`config.mk`:
```
export PLATFORM = sky130hd
export DESIGN_NAME = agc_access_guard
export DESIGN_NICKNAME = d
export VERILOG_FILES = /design/src/rtl/agc_pkg.sv /design/src/rtl/agc_guard_if.sv /design/src/rtl/agc_access_guard.sv /design/src/rtl/agc_write_filter.sv
export SDC_FILE = /design/constraint.sdc
export NUM_CORES = 1
export LEC_CHECK = 0
export ABC_AREA = 0
export BUFFER_PORTS_ARGS = -buffer_cell sky130_fd_sc_hd__buf_4
export CORE_ASPECT_RATIO = 1.5
export CORE_MARGIN = 4
export CORE_UTILIZATION = 47
export DETAILED_ROUTE_END_ITERATION = 8
export PLACE_DENSITY = 0.85
export SETUP_SLACK_MARGIN = 0.5
export SYNTH_ARGS = -nofsm -noshare
export SYNTH_HDL_FRONTEND = slang
export SYNTH_SLANG_ARGS = --single-unit
```
`constraint.sdc`:
```
create_clock -name sys_clk -period 4.3 [get_ports sys_clk]
set_input_delay 0.215 -clock sys_clk [delete_from_list [all_inputs] [get_ports sys_clk]]
set_output_delay 0.215 -clock sys_clk [all_outputs]
set_load 0.05 [all_outputs]
```
`src/rtl/agc_pkg.sv`:
```
package agc_pkg;

    // ****************************************
    // bus geometry
    // ****************************************
    localparam int ADDR_W = 20;
    localparam int DATA_W = 32;
    localparam int OFS_W  = 16;

    // ****************************************
    // register map, byte addresses
    // ****************************************
    localparam logic [ADDR_W-1:0] GUARD_CTRL_ADDR = 20'hf0078;
    localparam logic [ADDR_W-1:0] RESET_SRC_ADDR  = 20'hf007c;
    localparam logic [ADDR_W-1:0] IRQ_STATUS_ADDR = 20'hf0080;
    localparam logic [ADDR_W-1:0] IRQ_MASK_ADDR   = 20'hf0084;

    // ****************************************
    // guard control fields and reset values
    // ****************************************
    localparam int          DETECT_BIT       = 7;
    localparam int          RAM_HI_BIT       = 5;
    localparam int          RAM_LO_BIT       = 4;
    localparam int          PORT_BIT         = 2;
    localparam int          IRQ_BIT          = 1;
    localparam int          CSC_BIT          = 0;
    localparam logic [7:0]  GUARD_CTRL_RESET = 8'h00;
    localparam logic [1:0]  RAM_GUARD_RESET  = 2'h0;
    localparam logic [15:0] RAM_GUARD_128    = 16'h0080;
    localparam logic [15:0] RAM_GUARD_256    = 16'h0100;
    localparam logic [15:0] RAM_GUARD_512    = 16'h0200;

    // ****************************************
    // status, mask and reset source fields
    // ****************************************
    localparam int         EV_W            = 2;
    localparam int         EV_BAD_ACCESS   = 0;
    localparam int         EV_DETECT_ARMED = 1;
    localparam logic [1:0] EV_RESET        = 2'h0;
    localparam int         RSRC_BAD_BIT    = 0;

    localparam logic [1:0] RESP_OKAY   = 2'h0;
    localparam logic [1:0] RESP_SLVERR = 2'h2;

    // ****************************************
    // classes of write target, from the address decoder
    // ****************************************
    typedef enum logic [4:0] {
        AGC_TGT_OTHER,
        AGC_TGT_PORT_CFG,
        AGC_TGT_IRQ_REQ,
        AGC_TGT_IRQ_MASK,
        AGC_TGT_IRQ_PRIO,
        AGC_TGT_IRQ_RISE,
        AGC_TGT_IRQ_FALL,
        AGC_TGT_CSC_CLK_MODE,
        AGC_TGT_CSC_CLK_STATUS,
        AGC_TGT_CSC_OSC_STAB,
        AGC_TGT_CSC_SYS_CLK,
        AGC_TGT_CSC_PERIPH,
        AGC_TGT_CSC_SUBCLK,
        AGC_TGT_CSC_VDET_MODE,
        AGC_TGT_CSC_VDET_LEVEL,
        AGC_TGT_CSC_RAM_PARITY,
        AGC_TGT_RAM
    } agc_target_t;

endpackage

```
`src/rtl/agc_guard_if.sv`:
```
`timescale 1ns/1ps
interface agc_guard_if;
    import agc_pkg::*;
    logic [1:0]       ram_guard;
    logic             port_guard;
    logic             irq_guard;
    logic             csc_guard;
    logic             wr_req;
    agc_target_t      wr_target;
    logic [OFS_W-1:0] wr_ram_ofs;
    logic             wr_grant;

    modport ctl (output ram_guard, port_guard, irq_guard, csc_guard,
                 output wr_req, wr_target, wr_ram_ofs, input wr_grant);
    modport flt (input ram_guard, port_guard, irq_guard, csc_guard,
                 input wr_req, wr_target, wr_ram_ofs, output wr_grant);
endinterface

```
`src/rtl/agc_access_guard.sv`:
```
`timescale 1ns/1ps
// Operation
// [RL1] one 8-bit control register at f0078h, zero after reset
// [RL2] bits: detect enable, 0, ram guard hi/lo, 0, port, irq, chip-state guard
// [RL3] detection of invalid accesses only while detect enable is one; the code also detects while wdt_option_on is one and the bit reads zero
// [RL4] ram guard field: none, first 128, 256 or 512 bytes
// [RL5] port guard blocks port configuration writes, reads stay allowed
// [RL6] interrupt guard blocks interrupt register writes, reads stay allowed
// [RL7] interrupt guard covers request, mask, priority and edge select registers
// [RL8] chip-state guard blocks chip state control writes, reads stay allowed
// [RL9] chip-state guard covers clock, stabilisation, peripheral, voltage, parity registers
// [RL10] blocked writes leave contents unchanged and raise no flag or reset
// [RL11] a cleared guard applies at once to following writes
// [RL12] reserved bits 6 and 3 read zero, writes ignored
// [RL13] detect enable, once set, clears only by reset
// [RL14] detected invalid access raises internal reset and sets its source flag
// [RL15] watchdog option forces detection on regardless of detect enable
// [RL16] guarded ram reads normally, writes blocked silently
module agc_access_guard (
    input  wire logic                        sys_clk,
    input  wire logic                        sys_rst,
    // axi4-lite slave
    input  wire logic [agc_pkg::ADDR_W-1:0]  s_axi_awaddr,
    input  wire logic                        s_axi_awvalid,
    output logic                             s_axi_awready,
    input  wire logic [agc_pkg::DATA_W-1:0]  s_axi_wdata,
    input  wire logic [3:0]                  s_axi_wstrb,
    input  wire logic                        s_axi_wvalid,
    output logic                             s_axi_wready,
    output logic [1:0]                       s_axi_bresp,
    output logic                             s_axi_bvalid,
    input  wire logic                        s_axi_bready,
    input  wire logic [agc_pkg::ADDR_W-1:0]  s_axi_araddr,
    input  wire logic                        s_axi_arvalid,
    output logic                             s_axi_arready,
    output logic [agc_pkg::DATA_W-1:0]       s_axi_rdata,
    output logic [1:0]                       s_axi_rresp,
    output logic                             s_axi_rvalid,
    input  wire logic                        s_axi_rready,
    // cpu memory write path
    input  wire logic                        mem_wr_req,
    input  wire agc_pkg::agc_target_t        mem_wr_target,
    input  wire logic [agc_pkg::OFS_W-1:0]   mem_wr_ram_ofs,
    output logic                             mem_wr_grant,
    // invalid access detection
    input  wire logic                        bad_access_seen,
    input  wire logic                        wdt_option_on,
    output logic                             detect_active,
    output logic                             internal_reset_req,
    output logic                             irq
);
    import agc_pkg::*;

    // ****************************************
    // register state
    // ****************************************
    logic                  bad_access_detect_enable;
    logic                  ram_guard_size_hi;
    logic                  ram_guard_size_lo;
    logic                  port_config_guard;
    logic                  irq_register_guard;
    logic                  chip_state_guard;
    logic                  bad_access_reset_flag;
    logic [EV_W-1:0]       irq_status;
    logic [EV_W-1:0]       irq_mask;

    logic [7:0]            access_guard_control;
    logic [7:0]            next_access_guard_control;
    logic                  detect_on;
    logic                  bad_hit;
    logic [EV_W-1:0]       ev_set;

    // ****************************************
    // axi write channel state
    // ****************************************
    logic                  aw_held;
    logic                  w_held;
    logic [ADDR_W-1:0]     aw_addr;
    logic [DATA_W-1:0]     w_data;
    logic [3:0]            w_strb;
    logic                  wr_fire;
    logic                  wr_hit;
    logic                  lane0;
    logic [DATA_W-1:0]     rd_word;
    logic                  rd_hit;

    agc_guard_if gif ();

    // ****************************************
    // control register view
    // ****************************************
    always_comb begin
        access_guard_control             = GUARD_CTRL_RESET; // RL12
        access_guard_control[DETECT_BIT] = bad_access_detect_enable; // RL2
        access_guard_control[RAM_HI_BIT] = ram_guard_size_hi;
        access_guard_control[RAM_LO_BIT] = ram_guard_size_lo;
        access_guard_control[PORT_BIT]   = port_config_guard;
        access_guard_control[IRQ_BIT]    = irq_register_guard;
        access_guard_control[CSC_BIT]    = chip_state_guard;
    end

    assign next_access_guard_control = w_data[7:0];

    // ****************************************
    // write address and data capture
    // ****************************************
    // address and data may come in either order; each is held until both are here
    assign wr_fire = aw_held && w_held && !s_axi_bvalid;
    assign lane0   = w_strb[0];

    always_ff @(posedge sys_clk) begin
        if (sys_rst) begin
            aw_held       <= 1'b0;
            aw_addr       <= '0;
            s_axi_awready <= 1'b0;
        end else begin
            s_axi_awready <= !aw_held && !s_axi_awready;
            if (s_axi_awvalid && s_axi_awready) begin
                aw_held       <= 1'b1;
                aw_addr       <= s_axi_awaddr;
                s_axi_awready <= 1'b0;
            end else if (wr_fire) begin
                aw_held <= 1'b0;
            end
        end
    end

    always_ff @(posedge sys_clk) begin
        if (sys_rst) begin
            w_held       <= 1'b0;
            w_data       <= '0;
            w_strb       <= '0;
            s_axi_wready <= 1'b0;
        end else begin
            s_axi_wready <= !w_held && !s_axi_wready;
            if (s_axi_wvalid && s_axi_wready) begin
                w_held       <= 1'b1;
                w_data       <= s_axi_wdata;
                w_strb       <= s_axi_wstrb;
                s_axi_wready <= 1'b0;
            end else if (wr_fire) begin
                w_held <= 1'b0;
            end
        end
    end

    // ****************************************
    // write response
    // ****************************************
    always_comb begin
        unique case (aw_addr)
            GUARD_CTRL_ADDR,
            RESET_SRC_ADDR,
            IRQ_STATUS_ADDR,
            IRQ_MASK_ADDR: wr_hit = 1'b1;
            default:       wr_hit = 1'b0;
        endcase
    end

    always_ff @(posedge sys_clk) begin
        if (sys_rst) begin
            s_axi_bvalid <= 1'b0;
            s_axi_bresp  <= RESP_OKAY;
        end else if (wr_fire) begin
            s_axi_bvalid <= 1'b1;
            s_axi_bresp  <= wr_hit ? RESP_OKAY : RESP_SLVERR;
        end else if (s_axi_bready) begin
            s_axi_bvalid <= 1'b0;
        end
    end

    // ****************************************
    // guard control register
    // ****************************************
    always_ff @(posedge sys_clk) begin
        if (sys_rst) begin
            ram_guard_size_hi  <= GUARD_CTRL_RESET[RAM_HI_BIT]; // RL1
            ram_guard_size_lo  <= GUARD_CTRL_RESET[RAM_LO_BIT];
            port_config_guard  <= GUARD_CTRL_RESET[PORT_BIT];
            irq_register_guard <= GUARD_CTRL_RESET[IRQ_BIT];
            chip_state_guard   <= GUARD_CTRL_RESET[CSC_BIT];
        end else if (wr_fire && lane0 && aw_addr == GUARD_CTRL_ADDR) begin
            // new guard value is used by the very next write on the cpu path
            ram_guard_size_hi  <= next_access_guard_control[RAM_HI_BIT]; // RL2
            ram_guard_size_lo  <= next_access_guard_control[RAM_LO_BIT];
            port_config_guard  <= next_access_guard_control[PORT_BIT];
            irq_register_guard <= next_access_guard_control[IRQ_BIT]; // RL11
            chip_state_guard   <= next_access_guard_control[CSC_BIT];
        end
    end

    // sticky: a write of zero cannot disarm detection
    always_ff @(posedge sys_clk) begin
        if (sys_rst) begin
            bad_access_detect_enable <= GUARD_CTRL_RESET[DETECT_BIT]; // RL1
        end else if (wr_fire && lane0 && aw_addr == GUARD_CTRL_ADDR) begin
            bad_access_detect_enable <= bad_access_detect_enable
                                        | next_access_guard_control[DETECT_BIT]; // RL13
        end
    end

    // ****************************************
    // invalid access detection
    // ****************************************
    assign detect_on = bad_access_detect_enable || wdt_option_on; // RL3 RL15
    assign bad_hit   = detect_on && bad_access_seen; // RL3

    always_ff @(posedge sys_clk) begin
        if (sys_rst) begin
            internal_reset_req <= 1'b0;
            detect_active      <= 1'b0;
        end else begin
            internal_reset_req <= bad_hit; // RL14
            detect_active      <= detect_on;
        end
    end

    // flag survives the internal reset it causes; only sys_rst or a one clears it
    always_ff @(posedge sys_clk) begin
        if (sys_rst) begin
            bad_access_reset_flag <= 1'b0;
        end else if (bad_hit) begin
            bad_access_reset_flag <= 1'b1; // RL14
        end else if (wr_fire && lane0 && aw_addr == RESET_SRC_ADDR && w_data[RSRC_BAD_BIT]) begin
            bad_access_reset_flag <= 1'b0;
        end
    end

    // ****************************************
    // interrupt status and mask
    // ****************************************
    always_comb begin
        ev_set                  = '0;
        ev_set[EV_BAD_ACCESS]   = bad_hit;
        ev_set[EV_DETECT_ARMED] = detect_on && !detect_active;
    end

    // set wins over a clear in the same cycle
    always_ff @(posedge sys_clk) begin
        if (sys_rst) begin
            irq_status <= EV_RESET;
        end else if (wr_fire && lane0 && aw_addr == IRQ_STATUS_ADDR) begin
            irq_status <= (irq_status & ~w_data[EV_W-1:0]) | ev_set;
        end else begin
            irq_status <= irq_status | ev_set;
        end
    end

    always_ff @(posedge sys_clk) begin
        if (sys_rst) begin
            irq_mask <= EV_RESET;
        end else if (wr_fire && lane0 && aw_addr == IRQ_MASK_ADDR) begin
            irq_mask <= w_data[EV_W-1:0];
        end
    end

    always_ff @(posedge sys_clk) begin
        if (sys_rst) begin
            irq <= 1'b0;
        end else begin
            irq <= |(irq_status & irq_mask);
        end
    end

    // ****************************************
    // read channel
    // ****************************************
    always_comb begin
        rd_word = '0;
        rd_hit  = 1'b1;
        unique case (s_axi_araddr)
            GUARD_CTRL_ADDR: rd_word[7:0] = access_guard_control; // RL12
            RESET_SRC_ADDR:  rd_word[RSRC_BAD_BIT] = bad_access_reset_flag;
            IRQ_STATUS_ADDR: rd_word[EV_W-1:0] = irq_status;
            IRQ_MASK_ADDR:   rd_word[EV_W-1:0] = irq_mask;
            default:         rd_hit = 1'b0;
        endcase
    end

    always_ff @(posedge sys_clk) begin
        if (sys_rst) begin
            s_axi_arready <= 1'b0;
            s_axi_rvalid  <= 1'b0;
            s_axi_rdata   <= '0;
            s_axi_rresp   <= RESP_OKAY;
        end else begin
            s_axi_arready <= !s_axi_rvalid && !s_axi_arready;
            if (s_axi_arvalid && s_axi_arready) begin
                s_axi_arready <= 1'b0;
                s_axi_rvalid  <= 1'b1;
                s_axi_rdata   <= rd_word;
                s_axi_rresp   <= rd_hit ? RESP_OKAY : RESP_SLVERR;
            end else if (s_axi_rvalid && s_axi_rready) begin
                s_axi_rvalid <= 1'b0;
            end
        end
    end

    // ****************************************
    // cpu write filter
    // ****************************************
    // reads never pass through here, so guarded targets stay readable
    assign gif.ram_guard  = {ram_guard_size_hi, ram_guard_size_lo}; // RL4
    assign gif.port_guard = port_config_guard; // RL5
    assign gif.irq_guard  = irq_register_guard; // RL6
    assign gif.csc_guard  = chip_state_guard; // RL8
    assign gif.wr_req     = mem_wr_req;
    assign gif.wr_target  = mem_wr_target;
    assign gif.wr_ram_ofs = mem_wr_ram_ofs;
    assign mem_wr_grant   = gif.wr_grant;

    agc_write_filter u_filter (
        .sys_clk (sys_clk),
        .sys_rst (sys_rst),
        .gif     (gif.flt)
    );

endmodule

```
`src/rtl/agc_write_filter.sv`:
```
`timescale 1ns/1ps
module agc_write_filter (
    input  wire logic sys_clk,
    input  wire logic sys_rst,
    agc_guard_if.flt  gif
);
    import agc_pkg::*;

    logic [OFS_W-1:0] ram_limit;
    logic             blocked;

    // ****************************************
    // guarded region size
    // ****************************************
    always_comb begin
        unique case (gif.ram_guard) // RL4
            2'h0: ram_limit = '0;
            2'h1: ram_limit = RAM_GUARD_128;
            2'h2: ram_limit = RAM_GUARD_256;
            2'h3: ram_limit = RAM_GUARD_512;
        endcase
    end

    // ****************************************
    // target classification
    // ****************************************
    always_comb begin
        unique case (gif.wr_target)
            AGC_TGT_PORT_CFG:       blocked = gif.port_guard; // RL5
            AGC_TGT_IRQ_REQ,
            AGC_TGT_IRQ_MASK,
            AGC_TGT_IRQ_PRIO,
            AGC_TGT_IRQ_RISE,
            AGC_TGT_IRQ_FALL:       blocked = gif.irq_guard; // RL6 RL7
            AGC_TGT_CSC_CLK_MODE,
            AGC_TGT_CSC_CLK_STATUS,
            AGC_TGT_CSC_OSC_STAB,
            AGC_TGT_CSC_SYS_CLK,
            AGC_TGT_CSC_PERIPH,
            AGC_TGT_CSC_SUBCLK,
            AGC_TGT_CSC_VDET_MODE,
            AGC_TGT_CSC_VDET_LEVEL,
            AGC_TGT_CSC_RAM_PARITY: blocked = gif.csc_guard; // RL8 RL9
            AGC_TGT_RAM:            blocked = gif.wr_ram_ofs < ram_limit; // RL16
            default:                blocked = 1'b0;
        endcase
    end

    // ****************************************
    // grant, one cycle after the request
    // ****************************************
    // a refused write just loses its strobe; no flag on purpose
    always_ff @(posedge sys_clk) begin
        if (sys_rst) begin
            gif.wr_grant <= 1'b0;
        end else begin
            gif.wr_grant <= gif.wr_req && !blocked; // RL10
        end
    end

endmodule

```
# == After elaboration in Yosys (flattened, before gate mapping) ==
# Index checks and enable logic that the tools add are counted.
# op_classes
n_addsub,0
reduce_logical,42
mul,0
div,0
mux,19
n_eq_ne,27
n_lt_le_gt_ge,1
n_shift,0
bitwise_logic,6
# ops
op,n
20-bit == test (second input constant),8
16-bit case mux with 4 select lines,1
5-bit by 4-bit == test with 1-bit output (second input constant),8
5-bit by 3-bit == test with 1-bit output (second input constant),4
1-bit logical AND,18
16-bit < comparator,1
1-bit 2-to-1 mux,11
5-bit by 2-bit == test with 1-bit output (second input constant),2
2-bit nonzero test,5
1-bit zero test,9
9-bit OR reduction,1
1-bit case mux with 4 select lines,2
2-bit OR reduction,4
4-bit OR reduction,2
2-bit 2-to-1 mux,3
6-bit 2-to-1 mux,1
5-bit by 1-bit == test with 1-bit output (second input constant),1
5-bit == test (second input constant),1
5-bit OR reduction,1
2-bit bitwise AND,2
2-bit == test (second input constant),2
2-bit OR,2
1-bit case mux with 3 select lines,1
2-bit by 1-bit == test with 1-bit output (second input constant),1
4 further kinds,4
# totals
latchBits,0
ramBits,0
input_bits,107
romBits,0
memories,0
out_inout_bits,45
wordCells,121
reg_bits,63

# == Depth between registers and ports, before layout ==
# Gate-level depths: netlist of run 1.
# depth
ltp_word,7
depth_mapped,5
ltp_nobuf,5

# == By module ==
# From an unflattened synthesis of run 1, not the netlist that was laid out.
# hier_totals
hier_cells,323
area_unflattened_um2,2725.1
# modules_own_cells
module,seq_area_each_um2,area_each_um2,cells_per_inst,instances
agc_access_guard,1121.1,2563.7,304,1
agc_write_filter,20.0,161.4,19,1

# == Worst setup path after synthesis of run 1 ==
# Ideal clock, no wire load.
# synth_timing
path_kind,reg2reg
startpoint,register s_axi_bvalid
endpoint,register bad_access_detect_enable
setup_ps,128
required_ps,4172
path_stages_with_launch,6
path_buffers,1
path_slack_ps,2704
period_less_slack_ps,1596
t_arrival_ps,1469
path_cell_list,dfxtp_1 -> and3b_1 -> and4_1 -> buf_6 -> a41oi_1 -> nor2_1
# synth_via
elab_chain_len,4
# synth_rtl
element,line_no,source
from (decl),agc_access_guard.sv:31,"output logic s_axi_bvalid,"
from (signal assigned),agc_access_guard.sv:162,s_axi_bvalid <= 1'b0;
from (signal assigned),agc_access_guard.sv:165,s_axi_bvalid <= 1'b1;
from (signal assigned),agc_access_guard.sv:168,s_axi_bvalid <= 1'b0;
1-bit zero test,agc_access_guard.sv:108,assign wr_fire = aw_held && w_held && !s_axi_bvalid;
1-bit logical AND,agc_access_guard.sv:108,
1-bit logical AND (2 in a row),agc_access_guard.sv:196,end else if (wr_fire && lane0 && aw_addr == GUARD_CTRL_ADDR) begin
to (signal assigned),agc_access_guard.sv:195,bad_access_detect_enable <= GUARD_CTRL_RESET[DETECT_BIT];
to (signal assigned),agc_access_guard.sv:197,bad_access_detect_enable <= bad_access_detect_enable
to (decl),agc_access_guard.sv:57,logic bad_access_detect_enable;
# No other way between the ends.
# A chain may end at the register's enable or synchronous reset.

# == Worst setup path after layout of run 1 ==
# layout_timing
startpoint,register aw_addr[12]
endpoint,register irq_status[0]
# layout_via
elab_chain_len,3
# layout_rtl
element,line_no,source
from (decl),agc_access_guard.sv:78,logic [ADDR_W-1:0] aw_addr;
from (signal assigned),agc_access_guard.sv:120,aw_addr <= s_axi_awaddr;
20-bit == test,agc_access_guard.sv:242,end else if (wr_fire && lane0 && aw_addr == IRQ_STATUS_ADDR) begin
1-bit logical AND,agc_access_guard.sv:242,
2-bit 2-to-1 mux,agc_access_guard.sv:242,
to (signal assigned),agc_access_guard.sv:243,irq_status <= (irq_status & ~w_data[EV_W-1:0]) | ev_set;
to (signal assigned),agc_access_guard.sv:245,irq_status <= irq_status | ev_set;
to (decl),agc_access_guard.sv:64,logic [EV_W-1:0] irq_status;
# No other way between the ends.

==> summary.md, run 1 <==
| Metric | Value |
|---|---|
| Run status | finished clean |
| Critical path endpoint category | register |
| Clock Sinks | between 50 and 60 |
| Remaining global-route overflow | 0 |
| Crit path kind | reg -> reg |
| Synthesized flop and latch total | between 50 and 60 |
| Global-route wire length before repair | a little under 10,000 µm |
| Worst slew margin | 55.86% |
| # hold bufs at CTS | 0 |
| Total GRT Usage | 18.91% |
| Worst Path Arrival | about 1900 ps |
| Initial antenna violation count | 0 |
| MaxCap Viol Count | 0 |
| RSZ-0062 raised after global routing | no |
| Clock-pin slew on the worst setup and hold paths | approximately 60 ps |
| Syn Area/Cell | 8.466 µm² |
| Reg-to-reg setup timing slack | 2630 ps |
| Required time worst endpoint | 4530 ps |
| Hold slack | 101.6 ps |
| Die Area | ~6800 µm² |
| Cts repair resizes | 0 |
| H-tree depth | 3 |
| Rows | 33 |
| Layout area overhead | 31.19% |
| Clock Latency Late Sink | 330 ps |
| Skew final | 4.797 ps |
| CP Launch Type | register |
| Pleak | 1.402 nW |
| Routed WL | roughly 6300 µm |
| Die X | 68.82 µm |
| Setup WS post-layout | about 2600 ps |
| Synth Cell Area | 2608 µm² |
| Fin crit share | 38.79% |
| Drt first pass iters | 4 |
| Cell variety after synth | 48 |
| Number of synthesized flops with an enable pin | 0 |
| Vias/cell | 5.107 |
| Pwr per Cell Area | 398.9 nW/µm² |
| Async set-reset flop share out of synthesis | 0% |
| Type of the most critical hold path | in -> reg |
| Detailed-route wire length per cell | between 10 and 15 µm |
| Final Util | 63.24% |
| Max-slew violation total from the final report | 0 |
| Core area | 5409 µm² |
| Accumulated negative setup slack | 0 ps |
| Post-CTS setup buffer count | 0 |
| Total clock buffers created by CTS | 9 |
| I/O Buffers | 87 |
| # diodes | 0 |
| CTS tree | done |
| Placer Congestion | between 0.7 and 0.8 |
| Final setup fails | 0 |
| Chip Height | 99.23 µm |
| Clock Tree Buf Depth | 2 |
| Final hold viol count | 0 |
| Final Critical Period | approximately 1700 ps |
| Final ANT Viol Nets | 0 |
| Starting DRT DRC Count | 89 |
| Worst vdd ir | between 0.2 and 0.3 mV |
| Number of remaining DRC errors | 0 |
| Layout cell share with drive strength beyond 1 | 27.53% |
| Largest net degree at the start of global routing | ~50 |
| Initial Util | between 40% and 50% |
| Crit-path max FO | 10 |
| Vias in the first global route | 2,398 |
| Io pins | about 150 |
| Mapped Cells | ~300 |
| Via count | 2,380 |
| Pre-CTS WS | ~2700 ps |
| Total power | 0.001365 W |
| F_max | 0.5996 GHz |
| Sequential area share after synthesis | 43.76% |
| Final HPWL DP | between 4000 and 5000 µm |
| Worst slew pin tran | 660.5 ps |
| Fin nets | 500 |
| Root buf cell | clkbuf_8 |
| Synth warnings | 0 |
| Synth Flop Type | dfxtp_1 |
==> metal layers <==
layer	up-vias	share of wire [%]	track usage, %
li1	1211	-	-
met1	1077	36	18.76
met2	81	54	34.51
met3	11	8.2	6.102
met4	0	1.9	7.808
met5	-	0	0
==> sequential cells by signal, indices dropped and copies added, names as in the netlist, 2 cells and up <==
signal / flops
s_axi_rdata: 6
irq_status: 2
irq_mask: 2
w_data: 6
aw_addr: 20
==> per-stage QoR <==
step           cells  area, µm²
6_report         466       3421
3_3_place_gp     450       3178
4_1_cts          466       3421
2_1_floorplan    335       2709
3_5_place_dp     450       3178
5_1_grt          466       3421
==> cell usage after synthesis (2+ instances only) <==
cell,number,share of area [%]
buf_1,5,0.72
nor4b_1,3,1.0
o21ai_0,7,1.3
nor2_1,10,1.4
o31ai_1,5,1.4
nor4_1,3,0.72
nand3_1,8,1.5
dfxtp_1,57,44
nor4b_4,2,1.8
nand4_1,15,3.6
and2_1,2,0.48
and4_1,3,1.0
clkbuf_1,7,1.0
nor3b_1,3,0.86
nor2b_1,2,0.48
and4b_1,2,0.77
nand2b_1,3,0.72
inv_1,5,0.72
mux2i_1,2,0.77
nand2_1,60,8.6
nor3_1,5,0.96
a21oi_1,41,7.9
a22o_1,4,1.3
ha_1,2,0.96
buf_4,28,8.1
a211oi_1,2,0.58
==> power breakdown <==
part | switching (W) | total [W] | internal (W) | leakage [nW]
clock network | 0.000205 | 0.000603 | 0.000397 | 0.126
registers | 0.0000192 | 0.000569 | 0.000550 | 0.464
logic | 0.000125 | 0.000193 | 0.0000684 | 0.812
==> path summary, 6_finish.rpt <==
check / start / endpoint / cells after the start
min: bad_access_seen / internal_reset_req / 3
min reg2reg: aw_addr[0] / aw_addr[0] / 2
max: aw_addr[12] / irq_status[0] / 4
max reg2reg: aw_addr[12] / irq_status[0] / 4
==> cell type report <==
class | count | area [µm²]
inverter | 5 | 18.77
tap | 70 | 87.58
fill | 472 | 1988
sequential | 57 | 1141
timing repair buffer | 87 | 653.1
multi-input combinational | 231 | 1277
clock inverter | 6 | 105.1
clock buffer | 10 | 137.6
==> critical path, stage by stage, from the launching register on <==
cell and delay, ps:
dfxtp_1 340, nor4b_4 350, and4_1 450, nand4_1 150, a32o_1 280
==> kinds of logic after synthesis <==
| group | count (synthesis) | synth area share (%) |
|---|---|---|
| fa+ha+maj | 2 | 0.9595 |
| flops | 57 | 43.76 |
| simple gates | 130 | 27.45 |
| mux | 2 | 0.7678 |
| compound gates | 69 | 15.79 |
| buf+inv | 47 | 11.13 |
| other cells | 1 | 0.1438 |
==> cell usage in the layout (no fill, tap or decap), types with 2 or more instances in the layout <==
cell	instances
a22o_1	4
ha_1	2
mux2i_1	2
nand3_1	8
nor2_1	10
nand4_1	15
dfxtp_1	57
bufinv_16	3
nor4b_4	2
nor2b_1	2
nor3_1	5
o31ai_1	5
conb_1	28
buf_4	87
and2_1	2
a211oi_1	2
nor4b_1	3
o21ai_0	7
nand2b_1	3
clkinv_2	3
nor3b_1	3
inv_1	5
nor4_1	3
a21oi_1	41
and4_1	3
nand2_1	60
clkbuf_8	10
and4b_1	2
(Power assumes the default switching activity.)
==> inputs of run 2 (changes only) <==
--- a/config.mk
+++ b/config.mk
@@ -9,9 +9,9 @@
 export BUFFER_PORTS_ARGS = -buffer_cell sky130_fd_sc_hd__buf_4
 export CORE_ASPECT_RATIO = 1.5
 export CORE_MARGIN = 4
-export CORE_UTILIZATION = 47
+export CORE_UTILIZATION = 39
 export DETAILED_ROUTE_END_ITERATION = 8
-export PLACE_DENSITY = 0.85
+export PLACE_DENSITY = 0.76
 export SETUP_SLACK_MARGIN = 0.5
 export SYNTH_ARGS = -nofsm -noshare
 export SYNTH_HDL_FRONTEND = slang
==> constraint.sdc (replaced) <==
create_clock -name sys_clk -period 1.41 [get_ports sys_clk]
set_input_delay 0.0705 -clock sys_clk [delete_from_list [all_inputs] [get_ports sys_clk]]
set_output_delay 0.0705 -clock sys_clk [all_outputs]
set_load 0.05 [all_outputs]
==> run 2 against run 1 <==
Highest routed layer unchanged. Combinational power rose to 4.4 times the previous value. Final area up 31%. The flow now finishes with violations (setup timing). Largest cell class unchanged. Setup slack worse by 2800 ps.
==> summary.md, run 2 (synthesis results as in run 1) <==
| Metric | Value |
|---|---|
| Run status | finished, violations left (was finished clean) |
| Failing checks | setup timing |
| Setup WS post-layout | -122.6 ps (was 2632 ps) |
| Type of the most critical hold path | in -> reg (unchanged) |
| Clock Latency Late Sink | 340 ps (was 330 ps) |
| Sw Ratio | 29.54% (was 25.59%) |
| Root buf cell | clkbuf_8 (unchanged) |
| Die X | 74.76 µm (was 68.82 µm) |
| Clock Sinks | 57 (unchanged) |
| Fillers | 482 (was 472) |
| Critical path endpoint category | register (unchanged) |
| Final ANT Viol Nets | 0 (unchanged) |
| Commonest non-fill, non-tap cell in the layout | buf_4 (unchanged) |
| Die Area | 8085 µm² (was 6828 µm²) |
| Skew final | 8.479 ps (was 4.797 ps) |
| Crit-path max FO | 6 (was 10) |
| RSZ-0062 raised after global routing | yes (was no) |
| # diodes | 0 (unchanged) |
| Core area | 6486 µm² (was 5409 µm²) |
| Chip Height | 108.1 µm (was 99.23 µm) |
| Global-route wire length before repair | 10,880 µm (was 9908 µm) |
| F_max | 0.6525 GHz (was 0.5996 GHz) |
| Int Power | 0.002777 W (was 0.001015 W) |
| Required time worst endpoint | 1630 ps (was 4530 ps) |
| Worst Path Arrival | 1750 ps (was 1890 ps) |
| CTS tree | done (unchanged) |
| Register area | 1189 µm² (was 1141 µm²) |
| Total GRT Usage | 17.39% (was 18.91%) |
| Worst vdd ir | 0.7435 mV (was 0.2907 mV) |
| Via count | 2,749 (was 2,380) |
| Initial antenna violation count | 0 (unchanged) |
| Rows | 36 (was 33) |
| Biggest regs | aw_addr (20), s_axi_rdata (6), w_data (6) (unchanged) |
| Final Critical Period | 1533 ps (was 1668 ps) |
| Final HPWL DP | 4945 µm (was 4790 µm) |
| Starting DRT DRC Count | 81 (was 89) |
| Vias in the first global route | 2,527 (was 2,398) |
| I/O Buffers | 87 (unchanged) |
| Top reg by flops | aw_addr (unchanged) |
| Clock Tree Buf Depth | 2 (unchanged) |
| Fin nets | 553 (was 500) |
| Vias/cell | 5.236 (was 5.107) |
| Fin crit share | 108.7% (was 38.79%) |
| Remaining global-route overflow | 0 (unchanged) |
| Crit path kind | reg -> reg (unchanged) |
| CP max-delay cell | nor4b_4 (was and4_1) |
| Total clock buffers created by CTS | 9 (unchanged) |
| Area of the multi-input gates | 1708 µm² (was 1277 µm²) |
| Kind of cell adding the most delay to the critical path | simple AND/OR/NAND/NOR gates (unchanged) |
| Layout area overhead | 71.26% (was 31.19%) |
| Largest net degree at the start of global routing | 43 (was 51) |
| MaxCap Viol Count | 0 (unchanged) |
| CP peak stage delay | 400 ps (was 450 ps) |
| Crit path buffers/inverters | 1 (was 0) |
| Routed WL | 7965 µm (was 6266 µm) |
| CP Launch Type | register (unchanged) |
| Largest register FFs | 20 (unchanged) |
| Drt first pass iters | 4 (unchanged) |
| Layout cell share with drive strength beyond 1 | 50.78% (was 27.53%) |
| Pwr per Cell Area | 882.5 nW/µm² (was 398.9 nW/µm²) |
| Clock Power Share | 33.9% (was 44.2%) |
| Pre-CTS WS | -128.0 ps (was 2655 ps) |
| Placer Congestion | 0.8191 (was 0.7898) |
| Detailed-route wire length per cell | 15.17 µm (was 13.45 µm) |
| Power share of the sequential group | 44.4% (was 41.7%) |
| Switching power | 0.001164 W (was 0.0003491 W) |
| Pleak | 1.782 nW (was 1.402 nW) |
| Final hold viol count | 0 (unchanged) |
| Critical-path cell list | nor4b_4 -> nand4_1 -> buf_6 -> o311ai_4 -> nand2_1 (was nor4b_4 -> and4_1 -> nand4_1 -> a32o_1) |
| Commonest cells after routing, fill and taps aside | buf_4 (85), nand2_1 (33), a21oi_1 (32), dfxtp_1 (31), conb_1 (28) (was buf_4 (87), nand2_1 (60), dfxtp_1 (57), a21oi_1 (41), conb_1 (28)) |
| H-tree depth | 3 (unchanged) |
| Final setup fails | 11 (was 0) |
| Initial Util | 40.20% (was 48.21%) |
| Combinational power share | 21.7% (was 14.1%) |
| Max-slew violation total from the final report | 0 (unchanged) |
| Number of remaining DRC errors | 0 (unchanged) |
| Final Util | 68.85% (was 63.24%) |
| Io pins | 152 (unchanged) |
| Clock-pin slew on the worst setup and hold paths | 60 ps (about the same) |
-- run 2: layout make-up --
| type | count | area share, % |
|---|---|---|
| sequential | 57 | 26.62 |
| clock buffer | 13 | 3.558 |
| tap | 76 | 2.129 |
| inverter | 5 | 0.4203 |
| multi-input combinational | 234 | 38.25 |
| clock inverter | 3 | 0.3362 |
| timing repair buffer | 137 | 28.69 |
-- run 2: worst min-delay path, delay by kind of cell --
kind,cells,cell delay (ps)
AND/OR/NAND/NOR,1,60
buffers and inverters,1,100
AO/OA/AOI/OAI,1,60
-- run 2: final timing paths --
path | start | cells past startpoint | slack [ps] | endpoint
setup / recovery | aw_addr[8] | 5 | -120 | bad_access_reset_flag
hold / removal | s_axi_awaddr[0] | 3 | 8 | aw_addr[0]
setup reg to reg | aw_addr[8] | 5 | -120 | bad_access_reset_flag
hold reg to reg | aw_addr[18] | 2 | 460 | aw_addr[18]
-- run 2: metal layers --
layer | vias up | global-route usage, % | routed length (µm)
met2 | 104 | 32.52 | 4527
met1 | 1299 | 17.41 | 2646
met5 | - | 0 | 0
met3 | 20 | 4.465 | 573
met4 | 0 | 7.634 | 218
li1 | 1326 | - | -
-- run 2: stage by stage --
step           total power, W  std cells  instance area (µm²)  hold slack, ps  TNS [ps]
3_5_place_dp         0.002394        465                 3377           301.5    -569.2
5_1_grt              0.004093        525                 4466           20.73     -1504
4_1_cts              0.003812        514                 4044          -49.96    -163.6
2_1_floorplan        0.002220        335                 2868           165.9         0
3_3_place_gp         0.002381        465                 3377           300.0    -306.6
6_report             0.003941        525                 4466           7.720    -764.8
-- run 2: timing repair --
item                                    4_1_cts  5_1_grt
hold endpoints to repair                     25        4
gates cloned                                  1        5
gates resized for setup                      58       76
pin swaps                                    25       36
hold buffers                                 22        2
setup buffers                                10        4
endpoints found under the setup margin       47       66
-- run 2: power by group through the flow --
stage / clock [W] / combinational (W) / sequential, W
floorplan: 0 / 0.000410 / 0.00181
global placement: 0 / 0.000617 / 0.00176
detailed placement: 0 / 0.000627 / 0.00177
CTS: 0.00135 / 0.000734 / 0.00173
global route: 0.00142 / 0.000914 / 0.00176
finish: 0.00134 / 0.000857 / 0.00175
==> inputs of run 3 (changes only) <==
--- a/config.mk
+++ b/config.mk
@@ -9,10 +9,11 @@
 export BUFFER_PORTS_ARGS = -buffer_cell sky130_fd_sc_hd__buf_4
 export CORE_ASPECT_RATIO = 1.5
 export CORE_MARGIN = 4
-export CORE_UTILIZATION = 39
+export CORE_UTILIZATION = 40
 export DETAILED_ROUTE_END_ITERATION = 8
 export PLACE_DENSITY = 0.76
 export SETUP_SLACK_MARGIN = 0.5
 export SYNTH_ARGS = -nofsm -noshare
 export SYNTH_HDL_FRONTEND = slang
+export SYNTH_HIERARCHICAL = 1
 export SYNTH_SLANG_ARGS = --single-unit
==> run 3 against run 2 <==
Clock power is essentially flat. Power is 0.13% higher. Non-clock buffer count down 6. Clock skew fell by 2.1 ps. The run still ends with setup timing left. Combinational power rose by 2%. Final area decreased by 0.14%. Flip-flop and latch count is the same. First-iteration DRC count rose by 36%. Die area is 1.7% higher. Cell count rose by 2.1%.
==> summary.md, run 3 <==
| Metric | Value |
|---|---|
| Run status | finished, violations left (unchanged) |
| Failing checks | setup timing (unchanged) |
| Clock Sinks | 57 (unchanged) |
| Power share of the sequential group | 44.5% (was 44.4%) |
| Global-route wire length before repair | 11,900 µm (was 10,880 µm) |
| Pleak | 1.746 nW (was 1.782 nW) |
| Die Area | 8225 µm² (was 8085 µm²) |
| Setup WS post-layout | -17.15 ps (was -122.6 ps) |
| Accumulated negative setup slack | -25.86 ps (was -764.8 ps) |
| Post-synth top cells | nand2_1 (59), dfxtp_1 (57), a21oi_1 (43), buf_4 (29), nand4_1 (15) (was nand2_1 (60), dfxtp_1 (57), a21oi_1 (41), buf_4 (28), nand4_1 (15)) |
| Clock Tree Buf Depth | 2 (unchanged) |
| Total clock buffers created by CTS | 9 (unchanged) |
| Top reg by flops | aw_addr (unchanged) |
| Crit-path max FO | 5 (was 6) |
| Routed WL | 8350 µm (was 7965 µm) |
| Skew final | 6.412 ps (was 8.479 ps) |
| Final setup fails | 2 (was 11) |
| Required time worst endpoint | 1610 ps (was 1630 ps) |
| Layout cell share with drive strength beyond 1 | 48.04% (was 50.78%) |
| Vias in the first global route | 2,737 (was 2,527) |
| Synthesized flop and latch total | 57 (unchanged) |
| Die X | 75.40 µm (was 74.76 µm) |
| CP Launch Type | register (unchanged) |
| Area leader, netlist | dfxtp_1 (unchanged) |
| H-tree depth | 3 (unchanged) |
| Crit path kind | reg -> reg (unchanged) |
| I/O Buffers | 87 (unchanged) |
| Sw Ratio | 29.79% (was 29.54%) |
| CTS tree | done (unchanged) |
| Rows | 36 (unchanged) |
| Synth Flop Type | dfxtp_1 (unchanged) |
| Synth warnings | 6 (was 0) |
| Drt first pass iters | 4 (unchanged) |
| Syn Area/Cell | 8.437 µm² (was 8.466 µm²) |
| Number of remaining DRC errors | 0 (unchanged) |
| Type of the most critical hold path | in -> reg (unchanged) |
| Vias/cell | 5.289 (was 5.236) |
| Switching power | 0.001175 W (was 0.001164 W) |
| Clock Power Share | 33.5% (was 33.9%) |
| Async set-reset flop share out of synthesis | 0% (unchanged) |
| Final Critical Period | 1427 ps (was 1533 ps) |
| Clock Latency Late Sink | 330 ps (was 340 ps) |
| Placer Congestion | 0.8150 (was 0.8191) |
| RSZ-0062 raised after global routing | yes (unchanged) |
| CP peak stage delay | 340 ps (was 400 ps) |
| Design area | 4459 µm² (was 4466 µm²) |
| Fillers | 499 (was 482) |
| Initial Util | 41.44% (was 40.20%) |
| Pwr per Cell Area | 884.9 nW/µm² (was 882.5 nW/µm²) |
| Post-Place Cells | 475 (was 465) |
| Mapped Cells | 323 (was 308) |
| Final HPWL DP | 5268 µm (was 4945 µm) |
| Worst r2r path cells | 5 (unchanged) |
| Combinational power share | 22.1% (was 21.7%) |
| Via count | 2,835 (was 2,749) |
| Clock-pin slew on the worst setup and hold paths | 60 ps (about the same) |
| Largest net degree at the start of global routing | 30 (was 43) |
| Detailed-route wire length per cell | 15.58 µm (was 15.17 µm) |
| Io pins | 152 (unchanged) |
| Area of the multi-input gates | 1775 µm² (was 1708 µm²) |
| CP max-delay cell | dfxtp_2 (was nor4b_4) |
| Worst Path Arrival | 1630 ps (was 1750 ps) |
| Min-Delay Startpoint | s_axi_awaddr[11] (was s_axi_awaddr[0]) |
| Final hold viol count | 0 (unchanged) |
| Chip Height | 109.1 µm (was 108.1 µm) |
| Total GRT Usage | 18.72% (was 17.39%) |
| Biggest regs | aw_addr (20), s_axi_rdata (6), w_data (6) (unchanged) |
| F_max | 0.7007 GHz (was 0.6525 GHz) |
| Pre-CTS WS | -65.66 ps (was -128.0 ps) |
| Stages on worst setup path | 5 (unchanged) |
| Cell variety after synth | 53 (was 48) |
| Sequential area share after synthesis | 41.87% (was 43.76%) |
| Number of synthesized flops with an enable pin | 0 (unchanged) |
| Register area | 1196 µm² (was 1189 µm²) |
| Critical-path cell list | nor4_4 -> buf_6 -> nand3_4 -> o41ai_2 -> a21oi_1 (was nor4b_4 -> nand4_1 -> buf_6 -> o311ai_4 -> nand2_1) |
| Max-slew violation total from the final report | 0 (unchanged) |
| Int Power | 0.002771 W (was 0.002777 W) |
| Initial antenna violation count | 0 (unchanged) |
| Cell Count, Final, Fillers Out | 536 (was 525) |
| Hold depth | 3 (unchanged) |
| Area contributors post-synth | dfxtp_1 (42%), nand2_1 (8.1%), buf_4 (8.0%) (was dfxtp_1 (44%), nand2_1 (8.6%), buf_4 (8.1%)) |
| # diodes | 0 (unchanged) |
| Starting DRT DRC Count | 110 (was 81) |
| Kind of cell adding the most delay to the critical path | compound AO/OA/AOI/OAI gates (was simple AND/OR/NAND/NOR gates) |
| Worst vdd ir | 0.7457 mV (was 0.7435 mV) |
| Commonest cells after routing, fill and taps aside | buf_4 (84), nand2_1 (41), a21oi_1 (39), conb_1 (28), dfxtp_1 (27) (was buf_4 (85), nand2_1 (33), a21oi_1 (32), dfxtp_1 (31), conb_1 (28)) |
| Critical path endpoint category | register (unchanged) |
| Critical path launch point | aw_addr[10] (was aw_addr[8]) |
| Root buf cell | clkbuf_8 (unchanged) |
| Most numerous cell in the Yosys netlist | nand2_1 (unchanged) |
| Fin nets | 564 (was 553) |
| Synth Cell Area | 2725 µm² (was 2608 µm²) |
| Crit path buffers/inverters | 1 (unchanged) |
| Final ANT Viol Nets | 0 (unchanged) |
| Layout area overhead | 63.64% (was 71.26%) |
| Remaining global-route overflow | 0 (unchanged) |
| Hold slack | 9.553 ps (was 7.720 ps) |
| R2r startpoint | aw_addr[10] (was aw_addr[8]) |
| Largest register FFs | 20 (unchanged) |
| Placed Area | 3473 µm² (was 3377 µm²) |
| MaxCap Viol Count | 0 (unchanged) |
| Share of Yosys cell area claimed by the top area cell type | 41.87% (was 43.76%) |
| Fin crit share | 101.2% (was 108.7%) |
| Commonest non-fill, non-tap cell in the layout | buf_4 (unchanged) |
| Core area | 6576 µm² (was 6486 µm²) |
[run 3: cell count changes in the layout (fill, tap and decap cells not counted), moves of 4 or more]
cell	delta
nand2_4	-5
a21oi_2	-4
o31ai_4	-4
buf_8	-5
dfxtp_1	-4
a21oi_1	+7
inv_1	+4
nand2_1	+8
nand2_2	-5
[run 3: stage by stage]
step | utilization (%) | total power, W
finish | 67.81 | 0.003946
global route | 67.81 | 0.004111
CTS | 62.42 | 0.003856
detailed placement | 52.82 | 0.002426
global placement | 52.82 | 0.002413
floorplan | - | 0.002261
[run 3: layout make-up]
class                      count  share of cell area [%]
multi-input combinational    247                   39.81
tap                           76                   2.132
timing repair buffer         131                   26.60
clock inverter                 4                  0.3928
sequential                    57                   26.82
clock buffer                  12                   3.479
inverter                       9                  0.7576
[run 3: metal layers]
layer	routed length [µm]	global-route usage, %	part of all wire, %
met3	642	4.428	7.7
met1	2708	18.98	32
met5	0	0	0
met2	4780	35.35	57
met4	218	7.250	2.6
[run 3: worst reg2reg max path, cell delays in order, from the launching register on]
cell and delay (ps):
dfxtp_2 340, nor4_4 280, buf_6 160, nand3_4 100, o41ai_2 320, a21oi_1 100
[run 3: path summary, 6_finish.rpt]
kind / to / slack, ps
setup / recovery: irq_mask[0] / -20
hold / removal: aw_addr[11] / 10
setup reg to reg: irq_mask[0] / -20
hold reg to reg: aw_addr[16] / 460
[run 3: power by group through the flow]
stage	registers (W)	logic, W	clock network [W]
after floorplan	0.00182	0.000443	0
after detailed placement	0.00177	0.000652	0
after global placement	0.00177	0.000641	0
after global routing	0.00176	0.000928	0.00142
after CTS	0.00174	0.000774	0.00134
final	0.00175	0.000870	0.00132
[run 3: cells by family (layout without fill, tap and decap cells)]
| logic type | Yosys count | after routing | share of synthesized area, % |
|---|---|---|---|
| DFF | 57 | 57 | 41.87 |
| and+or+nand+nor | 136 | 141 | 27.96 |
| other | 1 | 28 | 0.1376 |
| buffers and inverters | 51 | 156 | 11.71 |
| AOI/OAI and AO/OA | 74 | 74 | 16.67 |
| muxes | 2 | 2 | 0.7346 |
| adders and majority gates | 2 | 2 | 0.9181 |
[run 3: repair_timing]
action / in CTS / in global routing
gates cloned: 4 / 4
endpoints found under the hold margin: 25 / 0
endpoints found under the setup margin: 42 / 59
pin swaps: 19 / 30
resized for setup: 44 / 72
buffers inserted: 8 / 6
hold buffers: 23 / 0
